File: config.mk
export PLATFORM = sky130hd
export DESIGN_NAME = ssc_core
export DESIGN_NICKNAME = d
export VERILOG_FILES = /design/src/rtl/ssc_pkg.sv /design/src/rtl/ssc_clk_div.sv /design/src/rtl/ssc_core.sv /design/src/rtl/ssc_shifter.sv
export SDC_FILE = /design/constraint.sdc
export NUM_CORES = 2
export LEC_CHECK = 0
export BUFFER_PORTS_ARGS = -buffer_cell sky130_fd_sc_hd__buf_2
export CORE_MARGIN = 8
export CORE_UTILIZATION = 50
export DETAILED_ROUTE_END_ITERATION = 10
export PLACE_DENSITY = 0.65
export SETUP_SLACK_MARGIN = 0.15
export SLEW_MARGIN = 5
export SYNTH_ARGS = -nofsm -noshare
export SYNTH_HDL_FRONTEND = slang
export SYNTH_SLANG_ARGS = --single-unit
File: constraint.sdc
create_clock -name clk -period 12.82 [get_ports clk]
set_input_delay 1.923 -clock clk [delete_from_list [all_inputs] [get_ports clk]]
set_output_delay 1.923 -clock clk [all_outputs]
set_load 0.005 [all_outputs]
File: src/rtl/ssc_pkg.sv
package ssc_pkg;

  ////////////////////////////////////////////////////////////////////////////
  // register addresses on the plain register port
  localparam logic [7:0] SSC_ADDR_CTRL_ONE = 8'h16;
  localparam logic [7:0] SSC_ADDR_CTRL_TWO = 8'h17;
  localparam logic [7:0] SSC_ADDR_STATUS = 8'h18;
  localparam logic [7:0] SSC_ADDR_BUFFER = 8'h19;

  ////////////////////////////////////////////////////////////////////////////
  // serial_control_one fields
  localparam int SSC_CTRL_START_BIT = 7;
  localparam int SSC_CTRL_HALT_BIT = 6;
  localparam int SSC_CTRL_MODE_HI = 5;
  localparam int SSC_CTRL_MODE_LO = 4;
  localparam int SSC_CTRL_DIR_BIT = 3;
  localparam int SSC_CTRL_RATE_HI = 2;
  localparam int SSC_CTRL_RATE_LO = 0;

  // serial_status fields
  localparam int SSC_STAT_RUN_BIT = 7;
  localparam int SSC_STAT_TXE_BIT = 5;
  localparam int SSC_STAT_RXF_BIT = 4;
  localparam int SSC_STAT_ERR_BIT = 3;

  ////////////////////////////////////////////////////////////////////////////
  // transfer modes
  localparam logic [1:0] SSC_MODE_TX = 2'h0;
  localparam logic [1:0] SSC_MODE_RX = 2'h1;
  localparam logic [1:0] SSC_MODE_TXRX = 2'h2;

  // clock rate codes and half-period limits in system clocks (half minus one)
  localparam logic [2:0] SSC_RATE_EXT = 3'h7;
  localparam logic [11:0] SSC_HALF_R0 = 12'h0fff;
  localparam logic [11:0] SSC_HALF_R1 = 12'h007f;
  localparam logic [11:0] SSC_HALF_R2 = 12'h001f;
  localparam logic [11:0] SSC_HALF_R3 = 12'h000f;
  localparam logic [11:0] SSC_HALF_R4 = 12'h0007;
  localparam logic [11:0] SSC_HALF_R5 = 12'h0003;
  localparam logic [11:0] SSC_HALF_R6 = 12'h0001;

  ////////////////////////////////////////////////////////////////////////////
  // bit positions inside a byte
  localparam logic [2:0] SSC_BIT_FIRST = 3'h0;
  localparam logic [2:0] SSC_BIT_IRQ = 3'h1;
  localparam logic [2:0] SSC_BIT_LAST = 3'h7;

  typedef enum logic [1:0] {
    SSC_PH_IDLE,
    SSC_PH_RUN,
    SSC_PH_WAIT
  } ssc_phase_type;

endpackage

File: src/rtl/ssc_clk_div.sv
`timescale 1ns/1ps
module ssc_clk_div (
  input wire logic clk,
  input wire logic sys_rst,
  input wire logic run,
  input wire logic [2:0] rate_sel,
  output logic tick
);
  import ssc_pkg::*;

  typedef struct packed {
    logic [11:0] cnt;
  } ssc_div_type;

  ssc_div_type div_ff;
  ssc_div_type nxt_div;
  logic [11:0] lim;

  ////////////////////////////////////////////////////////////////////////////
  // half-period limit per rate code; tick toggles the bit clock
  always_comb begin
    case (rate_sel)
      3'h0: lim = SSC_HALF_R0;
      3'h1: lim = SSC_HALF_R1;
      3'h2: lim = SSC_HALF_R2;
      3'h3: lim = SSC_HALF_R3;
      3'h4: lim = SSC_HALF_R4;
      3'h5: lim = SSC_HALF_R5;
      default: lim = SSC_HALF_R6;
    endcase
    nxt_div = div_ff;
    if (!run) begin
      nxt_div.cnt = '0;
    end else if (div_ff.cnt == lim) begin
      nxt_div.cnt = '0;
    end else begin
      nxt_div.cnt = div_ff.cnt + 12'h0001;
    end
  end

  assign tick = run && (div_ff.cnt == lim);

  // counter register
  always_ff @(posedge clk or posedge sys_rst) begin
    if (sys_rst) begin
      div_ff <= '0;
    end else begin
      div_ff <= nxt_div;
    end
  end

endmodule // ssc_clk_div

File: src/rtl/ssc_core.sv
// Design decisions made here: the address map and strobed register access.
`timescale 1ns/1ps
// Overview of operation
// - received bits are sampled on the rising edge of the serial clock pin.
// - one order bit sets bit order for both sending and receiving.
// - order bit 0 sends msb first and stores the first received bit as msb.
// - order bit 1 sends lsb first and stores the first received bit as lsb.
// - mode 00 is transmit only, mode 01 is receive only.
// - byte_count holds the number of bytes minus one.
// - start sends at once on internal clock, else with each external pulse.
// - transmit interrupt fires when the second bit of the last byte starts.
// - start cleared in the final byte finishes that byte, then running drops.
// - writing 1 to force_halt stops a transmission at once, even mid byte.
// - external falling edge with running and empty buffer sets error, output high.
// - force_halt clears start, the whole status register and the buffer pointers, not the other control fields.
// - running is status bit 7, transmit error is status bit 3.
// - receive starts at once on internal clock, else with each external pulse.
// - transmit bits shift out on the falling edge of the serial clock pin.
// - rate codes 000 to 110 divide the system clock, 111 selects the pin.
// - internal clock keeps the serial clock pin high at start and end.
// - mode 10 sends and receives bytes at the same time.
module ssc_core #(
  parameter int PTR_W = 8
) (
  input wire logic clk,
  input wire logic sys_rst,
  input wire logic [7:0] reg_addr,
  input wire logic [7:0] reg_wdata,
  input wire logic reg_wr,
  input wire logic reg_rd,
  output logic [7:0] reg_rdata,
  input wire logic serial_clock_pin_in,
  output logic serial_clock_pin_out,
  output logic serial_clock_pin_oe_n,
  input wire logic serial_in_pin,
  output logic serial_out_pin,
  output logic transfer_done_irq
);
  import ssc_pkg::*;

  typedef struct packed {
    logic start;
    logic lsb_first;
    logic [1:0] mode;
    logic [2:0] rate;
    logic [7:0] count;
    logic running;
    logic tx_err;
    logic tx_empty;
    logic rx_full;
    ssc_phase_type phase;
    logic [2:0] bit_cnt;
    logic [PTR_W:0] started;
    logic [PTR_W:0] done;
    logic [PTR_W:0] wr_num;
    logic [PTR_W:0] rd_num;
    logic sck;
    logic sck_prev;
    logic irq;
    logic [7:0] rdata;
  } ssc_core_type;

  ssc_core_type st_ff;
  ssc_core_type nxt_st;
  logic [7:0] mem [0:(1<<PTR_W)-1];

  logic ext_clk;
  logic tx_on;
  logic rx_on;
  logic tick;
  logic fall_ev;
  logic rise_ev;
  logic load;
  logic shift;
  logic sample;
  logic halt;
  logic force_high;
  logic mem_we;
  logic [PTR_W-1:0] mem_wa;
  logic [7:0] mem_wd;
  logic [7:0] rd_byte;
  logic [7:0] rx_nxt;
  logic tx_bit;
  logic [PTR_W:0] total;

  ////////////////////////////////////////////////////////////////////////////
  // decoded mode and clock source
  assign ext_clk = (st_ff.rate == SSC_RATE_EXT);
  assign tx_on = (st_ff.mode == SSC_MODE_TX) || (st_ff.mode == SSC_MODE_TXRX);
  assign rx_on = (st_ff.mode == SSC_MODE_RX) || (st_ff.mode == SSC_MODE_TXRX);
  assign total = {{(PTR_W-7){1'b0}}, st_ff.count} + {{PTR_W{1'b0}}, 1'b1};
  assign rd_byte = mem[st_ff.rd_num[PTR_W-1:0]];

  // serial clock edges from either source; pin input is synchronous
  assign fall_ev = ext_clk ? (st_ff.sck_prev && !serial_clock_pin_in)
                           : (tick && st_ff.sck);
  assign rise_ev = ext_clk ? (!st_ff.sck_prev && serial_clock_pin_in)
                           : (tick && !st_ff.sck);

  ////////////////////////////////////////////////////////////////////////////
  // next-state logic: register port, burst sequencing, halt
  always_comb begin
    nxt_st = st_ff;
    nxt_st.irq = 1'b0;
    nxt_st.sck_prev = serial_clock_pin_in;
    nxt_st.rdata = 8'h00;
    load = 1'b0;
    shift = 1'b0;
    sample = 1'b0;
    halt = 1'b0;
    mem_we = 1'b0;
    mem_wa = st_ff.wr_num[PTR_W-1:0];
    mem_wd = reg_wdata;

    // reads: data only in the following cycle
    if (reg_rd) begin
      case (reg_addr)
        SSC_ADDR_CTRL_ONE: begin
          nxt_st.rdata[SSC_CTRL_START_BIT] = st_ff.start;
          nxt_st.rdata[SSC_CTRL_MODE_HI:SSC_CTRL_MODE_LO] = st_ff.mode;
          nxt_st.rdata[SSC_CTRL_DIR_BIT] = st_ff.lsb_first;
          nxt_st.rdata[SSC_CTRL_RATE_HI:SSC_CTRL_RATE_LO] = st_ff.rate;
        end
        SSC_ADDR_CTRL_TWO: begin
          nxt_st.rdata = st_ff.count;
        end
        SSC_ADDR_STATUS: begin
          nxt_st.rdata[SSC_STAT_RUN_BIT] = st_ff.running;
          nxt_st.rdata[SSC_STAT_TXE_BIT] = st_ff.tx_empty;
          nxt_st.rdata[SSC_STAT_RXF_BIT] = st_ff.rx_full;
          nxt_st.rdata[SSC_STAT_ERR_BIT] = st_ff.tx_err;
        end
        SSC_ADDR_BUFFER: begin
          // received bytes drain in arrival order once the burst is in
          if (rx_on && st_ff.rx_full) begin
            nxt_st.rdata = rd_byte;
            nxt_st.rd_num = st_ff.rd_num + 1'b1;
            if (nxt_st.rd_num == total) begin
              nxt_st.rx_full = 1'b0;
            end
          end
        end
        default: begin
          nxt_st.rdata = 8'h00;
        end
      endcase
    end

    // writes
    if (reg_wr) begin
      case (reg_addr)
        SSC_ADDR_CTRL_ONE: begin
          nxt_st.start = reg_wdata[SSC_CTRL_START_BIT];
          nxt_st.mode = reg_wdata[SSC_CTRL_MODE_HI:SSC_CTRL_MODE_LO];
          nxt_st.lsb_first = reg_wdata[SSC_CTRL_DIR_BIT];
          nxt_st.rate = reg_wdata[SSC_CTRL_RATE_HI:SSC_CTRL_RATE_LO];
          halt = reg_wdata[SSC_CTRL_HALT_BIT];
        end
        SSC_ADDR_CTRL_TWO: begin
          nxt_st.count = reg_wdata;
        end
        SSC_ADDR_BUFFER: begin
          // transmit data is only accepted while the channel is stopped
          if (!st_ff.running && tx_on && (st_ff.wr_num < total)) begin
            mem_we = 1'b1;
            nxt_st.wr_num = st_ff.wr_num + 1'b1;
            nxt_st.tx_empty = 1'b0;
          end
        end
        default: begin
          nxt_st.rdata = nxt_st.rdata;
        end
      endcase
    end

    // internal clock toggles only inside a burst
    if (tick && !ext_clk) begin
      nxt_st.sck = !st_ff.sck;
    end

    case (st_ff.phase)
      SSC_PH_IDLE: begin
        nxt_st.sck = 1'b1;
        if (st_ff.start) begin
          nxt_st.phase = SSC_PH_RUN;
          nxt_st.running = 1'b1;
          nxt_st.bit_cnt = SSC_BIT_FIRST;
          nxt_st.started = '0;
          nxt_st.done = '0;
          nxt_st.rd_num = '0;
          nxt_st.rx_full = 1'b0;
        end
      end
      SSC_PH_RUN: begin
        if (fall_ev && tx_on) begin
          if (st_ff.bit_cnt == SSC_BIT_FIRST) begin
            if (st_ff.started == total) begin
              nxt_st.tx_err = ext_clk;
            end else begin
              load = 1'b1;
              nxt_st.rd_num = st_ff.rd_num + 1'b1;
              nxt_st.started = st_ff.started + 1'b1;
              if (nxt_st.started == total) begin
                nxt_st.tx_empty = 1'b1;
              end
            end
          end else begin
            shift = 1'b1;
            if ((st_ff.bit_cnt == SSC_BIT_IRQ) && (st_ff.started == total) && !rx_on) begin
              nxt_st.irq = 1'b1;
            end
          end
        end
        if (rise_ev) begin
          sample = 1'b1;
          nxt_st.bit_cnt = st_ff.bit_cnt + 1'b1;
          if (st_ff.bit_cnt == SSC_BIT_LAST) begin
            nxt_st.done = st_ff.done + 1'b1;
            if (rx_on) begin
              // received byte takes the slot its transmit byte has left
              mem_we = 1'b1;
              mem_wa = st_ff.done[PTR_W-1:0];
              mem_wd = rx_nxt;
            end
            if (nxt_st.done == total) begin
              // last rising edge reached: stop clocking, hold the pin high
              nxt_st.phase = SSC_PH_WAIT;
              nxt_st.rx_full = rx_on;
              nxt_st.rd_num = '0;
              nxt_st.irq = rx_on;
            end
          end
        end
      end
      SSC_PH_WAIT: begin
        // extra external pulses find no data left
        if (fall_ev && tx_on && ext_clk && st_ff.tx_empty) begin
          nxt_st.tx_err = 1'b1;
        end
        if (!st_ff.start) begin
          nxt_st.phase = SSC_PH_IDLE;
          nxt_st.running = 1'b0;
          // rd_num is kept so received bytes can still be read out
          nxt_st.wr_num = '0;
        end
      end
      default: begin
        nxt_st.phase = SSC_PH_IDLE;
      end
    endcase

    // halt is a channel initialise, so it overrides start, the run state, status flags and pointers set above, not the other control fields or buffer writes
    if (halt) begin
      nxt_st.start = 1'b0;
      nxt_st.running = 1'b0;
      nxt_st.tx_err = 1'b0;
      nxt_st.tx_empty = 1'b0;
      nxt_st.rx_full = 1'b0;
      nxt_st.phase = SSC_PH_IDLE;
      nxt_st.bit_cnt = SSC_BIT_FIRST;
      nxt_st.sck = 1'b1;
      nxt_st.irq = 1'b0;
      nxt_st.wr_num = '0;
      nxt_st.rd_num = '0;
      nxt_st.started = '0;
      nxt_st.done = '0;
      load = 1'b0;
      shift = 1'b0;
    end
  end

  // idle high on the data line; error also forces it high
  assign force_high = st_ff.tx_err || (st_ff.phase == SSC_PH_IDLE);

  ////////////////////////////////////////////////////////////////////////////
  // bit clock divider and shift engine
  ssc_clk_div u_div (
    .clk(clk),
    .sys_rst(sys_rst),
    .run((st_ff.phase == SSC_PH_RUN) && !ext_clk),
    .rate_sel(st_ff.rate),
    .tick(tick)
  );

  ssc_shifter #(.W(8)) u_shift (
    .clk(clk),
    .sys_rst(sys_rst),
    .load(load),
    .load_data(rd_byte),
    .shift(shift),
    .sample(sample),
    .lsb_first(st_ff.lsb_first),
    .ser_in(serial_in_pin),
    .force_high(force_high),
    .tx_bit(tx_bit),
    .rx_nxt(rx_nxt)
  );

  ////////////////////////////////////////////////////////////////////////////
  // state and byte buffer registers
  always_ff @(posedge clk or posedge sys_rst) begin
    if (sys_rst) begin
      st_ff <= '{phase: SSC_PH_IDLE, sck: 1'b1, sck_prev: 1'b1, default: '0};
    end else begin
      st_ff <= nxt_st;
    end
  end

  // buffer has no reset; contents are only trusted after being written
  always_ff @(posedge clk) begin
    if (mem_we) begin
      mem[mem_wa] <= mem_wd;
    end
  end

  assign reg_rdata = st_ff.rdata;
  assign serial_clock_pin_out = st_ff.sck;
  assign serial_clock_pin_oe_n = ext_clk;
  assign serial_out_pin = tx_bit;
  assign transfer_done_irq = st_ff.irq;
endmodule // ssc_core

File: src/rtl/ssc_shifter.sv
`timescale 1ns/1ps
module ssc_shifter #(
  parameter int W = 8
) (
  input wire logic clk,
  input wire logic sys_rst,
  input wire logic load,
  input wire logic [W-1:0] load_data,
  input wire logic shift,
  input wire logic sample,
  input wire logic lsb_first,
  input wire logic ser_in,
  input wire logic force_high,
  output logic tx_bit,
  output logic [W-1:0] rx_nxt
);
  import ssc_pkg::*;

  typedef struct packed {
    logic [W-1:0] tx_sr;
    logic [W-1:0] rx_sr;
    logic out;
  } ssc_shift_type;

  ssc_shift_type sh_ff;
  ssc_shift_type nxt_sh;

  ////////////////////////////////////////////////////////////////////////////
  // one order bit serves both directions
  always_comb begin
    nxt_sh = sh_ff;
    // first received bit ends up at lsb or msb after a full byte
    rx_nxt = lsb_first ? {ser_in, sh_ff.rx_sr[W-1:1]} : {sh_ff.rx_sr[W-2:0], ser_in};
    if (sample) begin
      nxt_sh.rx_sr = rx_nxt;
    end
    if (force_high) begin
      nxt_sh.out = 1'b1;
    end else if (load) begin
      if (lsb_first) begin
        nxt_sh.out = load_data[0];
        nxt_sh.tx_sr = {1'b0, load_data[W-1:1]};
      end else begin
        nxt_sh.out = load_data[W-1];
        nxt_sh.tx_sr = {load_data[W-2:0], 1'b0};
      end
    end else if (shift) begin
      // next bit leaves on a falling edge
      if (lsb_first) begin
        nxt_sh.out = sh_ff.tx_sr[0];
        nxt_sh.tx_sr = {1'b0, sh_ff.tx_sr[W-1:1]};
      end else begin
        nxt_sh.out = sh_ff.tx_sr[W-1];
        nxt_sh.tx_sr = {sh_ff.tx_sr[W-2:0], 1'b0};
      end
    end
  end

  assign tx_bit = sh_ff.out;

  // idle line sits high
  always_ff @(posedge clk or posedge sys_rst) begin
    if (sys_rst) begin
      sh_ff <= '{tx_sr: '0, rx_sr: '0, out: 1'b1};
    end else begin
      sh_ff <= nxt_sh;
    end
  end

endmodule // ssc_shifter
==> results.md <==
* Clock Latency Late Sink at 0.86 ns
* Vias at 46,200
* # setup viols final at 0
* Post_cts resized at 0
* Max transition margin at 2.94%
* Seq cells post-synth at 2,148
* Maximum number of pins on one net before global-route repair at 209
* Area leader, netlist: edfxtp_1
* Area Overhead vs Synth at 10.9%
* Synth top area cells: edfxtp_1 71%, mux4_2 12%, dfrtp_1 2.8%, mux2i_1 2.3%, nor2_1 1.5%
* H-tree depth reported by CTS at 4
* Power Dens Cells at 164 mW/mm^2
* Unique cell type count in the Yosys netlist at 89
* Top cell type's share of synthesized area at 70.7%
* Kind of critical path: reg2reg
* CP Data Required Time at 13.59 ns
* Final Critical Period at 5.91 ns
* First-pass GRT wire length at 338,000 microns
* Sequential share of the synthesized area at 73.6%
* Crit path max fanout at 39
* Cells after synthesis at 4,596
* HPWL after DPL at 142,000 microns
* # DRC at 0
* Worst Hold Depth at 2
* I/O Pins at 34
* Site Rows at 153
* Clock power frac at 38.5%
* Max-Cap Viols at 1
* Simple-gate area share of the yosys netlist at 4.62%
* Setup ws final at 6.91 ns
* Cell Chain, Critical Path: buf_4, buf_4, nand2b_1, o22ai_1, o31ai_1, o32ai_1, a31oi_1, nor3_1, o21a_1, a211oi_1
* Reg2reg start: st_ff[13]
* Kind of start point of the critical path: flip-flop
* RSZ-0062 raised after global routing: no
* Worst vdd ir at 0.136 mV
* Initial antenna violation count at 12
* Util after Layout at 55.7%
* Sinks on Clock Net at 2,148
* Routed len/inst at 33.2 microns
* Initial cell density of the core at 50.2%
* Post-synth EDFFs at 2,048
* Crit-path most repeated cell: buf_4
* Setup crit end kind: flip-flop
* Core outline area at 0.173 sq mm
* Final ANT Viol Nets at 0
* First-pass detailed-route iteration total at 6
* Synth warn at 0
* Post-route setup TNS at 0 ns
* CTS max path bufs at 3
* Hold Crit Start: u_shift.sh_ff[10]
* Share of cells above drive strength 1 at 21.1%
* GPL Wtd Cong at 0.888
* CP max stage delay at 1.06 ns
* Cells on worst reg2reg path at 10
* CTS root buf: clkbuf_16
* Lkg Pwr at 29.8 nW
* Combinational power share at 12.4%
* Int Pwr at 12.0 mW
* Clock slew seen by the registers of the worst setup and hold paths at 0.07 ns
* Via/cell ratio at 6.44
* P_sw at 3.86 mW
* Slowest CP cell: nand2b_1
* R2R Setup Slk at 6.91 ns
* # nets final at 4,720
* Slew Viols, Final at 0
* Hold Path Class: reg2reg
* Fin crit share at 46.1%
* Ys flop type: edfxtp_1
* CTS Buf Count at 208
* Final Hold Viols at 0
* Post-synthesis compound-gate area fraction at 4.05%
* Skew final at 0.0413 ns
* Sequential Power Share at 49.1%
* Die H at 433 microns
* XOR/XNOR Fraction of Synth Area at 0.874%
* Synthesized net count at 4,638
* Worst Tran Pin Value at 1.42 ns
* Outcome: finished, violations left
* Grt total ovfl at 0
* Synth Area in Adders at 0.288%
* Async SR Flop Fraction at 4.66%
* Detailed Route WL at 238,000 microns
* Die X at 433 microns
* Violated checks: capacitance limit
* Mapped cell area at 0.0869 sq mm
* Avg Inst Size Synth at 18.9 sq um
* Full die area at 0.187 sq mm
* IO Port Bufs at 33
* Mux cell area share after synthesis at 14.5%
* Sw frac at 24.4%
* Setup WS pre-CTS at 6.26 ns
* 1st-iter DRT viols at 6,503
* Total Routing Usage GR at 25.1%
* Post-CTS Setup Bufs at 0
* Largest family of logic cells by synthesized area: multiplexers
* Worst EP arrival at 6.68 ns
* Post-CTS Hold Buffers at 0
* CTS tree: yes
* Vias in the first global route at 45,400
* Hold Path Sink: u_shift.sh_ff[10]
* FMAX at 169 MHz
* Reg2Reg Capture Point: u_shift.tx_bit
[placed cells by master, fill, tap and decap left out, types with 34 or more instances in the layout]
cell,netlist,final
nor2_1,354,349
clkbuf_16,0,210
buf_4,45,117
mux2_2,34,34
dfrtp_1,97,93
nand3_1,73,73
nor3_1,74,67
mux2i_1,200,200
a22oi_1,83,83
o22ai_1,64,64
edfxtp_1,2048,2048
o21ai_0,71,71
clkinv_2,0,40
xnor2_1,48,48
clkinv_1,0,50
a21oi_1,102,94
clkbuf_1,124,34
nand2_1,123,123
mux4_2,453,453
[registers in the layout, summed over array words and instances, names as in the netlist]
register,count
mem,2048
st_ff,61
u_shift.sh_ff,16
u_div.div_ff,12
reg_rdata,8
serial_clock_pin_out,1
transfer_done_irq,1
u_shift.tx_bit,1
[cells in the mapped netlist (all sizes together), types with 48 or more instances]
master / count
clkbuf: 125
nor2: 354
o22ai: 64
nand3: 74
dfrtp: 97
nand2: 123
xnor2: 48
a21oi: 102
a22oi: 83
mux4: 453
mux2i: 200
buf: 164
nor3: 76
edfxtp: 2048
o21ai: 72
[per-stage QoR]
step                      power, mW  cell area [sq um]  std cells  hold WS (ns)
after global placement         9.88              89600       6792         0.481
after detailed placement       9.90              89600       6792         0.484
after CTS                      15.9              96400       7173         0.496
after floorplan                9.36              86900       4596         0.456
final                          15.9              96400       7179         0.499
after global routing           16.3              96400       7174         0.532
[worst max-delay path, delay by kind of cell (launching register included)]
kind / cells / cell delay [ns]
compound gates: 6 / 2.52
simple gates: 2 / 1.17
flops: 1 / 0.81
buf+inv: 2 / 1.23
[worst max-delay path by stage]
| stage | cells after the start | startpoint | end | slack (ns) |
|---|---|---|---|---|
| 3_5_place_dp | 7 | serial_clock_pin_in | mem[45][4] | 6.26 |
| 6_report | 10 | st_ff[13] | u_shift.tx_bit | 6.91 |
| 4_1_cts | 9 | u_div.div_ff[7] | mem[230][4] | 7.08 |
| 2_1_floorplan | 8 | serial_clock_pin_in | mem[0][5] | 1.04 |
| 5_1_grt | 12 | st_ff[56] | mem[88][0] | 6.79 |
| 3_3_place_gp | 7 | serial_clock_pin_in | mem[252][4] | 6.39 |
[cell families after synthesis]
group           count (synthesis)
fa+ha+maj                      20
xor+xnor                       77
flops                        2148
compound gates                513
buf+inv                       323
simple gates                  828
mux                           687
[routing by layer]
metal | track usage [%] | up-vias | wire, microns | part of all wire [%]
li1 | - | 18900 | - | -
met4 | 10.6 | 11 | 11000 | 4.6
met5 | 0 | - | 105 | 0.044
met3 | 6.06 | 516 | 26000 | 11
met1 | 35.4 | 24100 | 93000 | 39
met2 | 37.8 | 2723 | 108000 | 45
[cell type report]
cell class | count | area [sq um]
inverters | 34 | 131
well taps | 2325 | 2910
multi-input cells | 2125 | 21300
flip-flops and latches | 2148 | 64000
clock buffers | 244 | 5380
clock inverters | 137 | 1390
repair buffers | 161 | 1260
fillers | 12900 | 76800
diodes | 5 | 12.5
[power by group through the flow]
stage                     Sequential, mW  Clock [mW]  Combinational (mW)
after floorplan                     7.93           0                1.42
after CTS                           7.79        6.16                1.97
after global routing                7.79        6.42                2.06
final                               7.79        6.10                1.97
after global placement              7.93           0                1.95
after detailed placement            7.93           0                1.96
(Power assumes the default switching activity.)
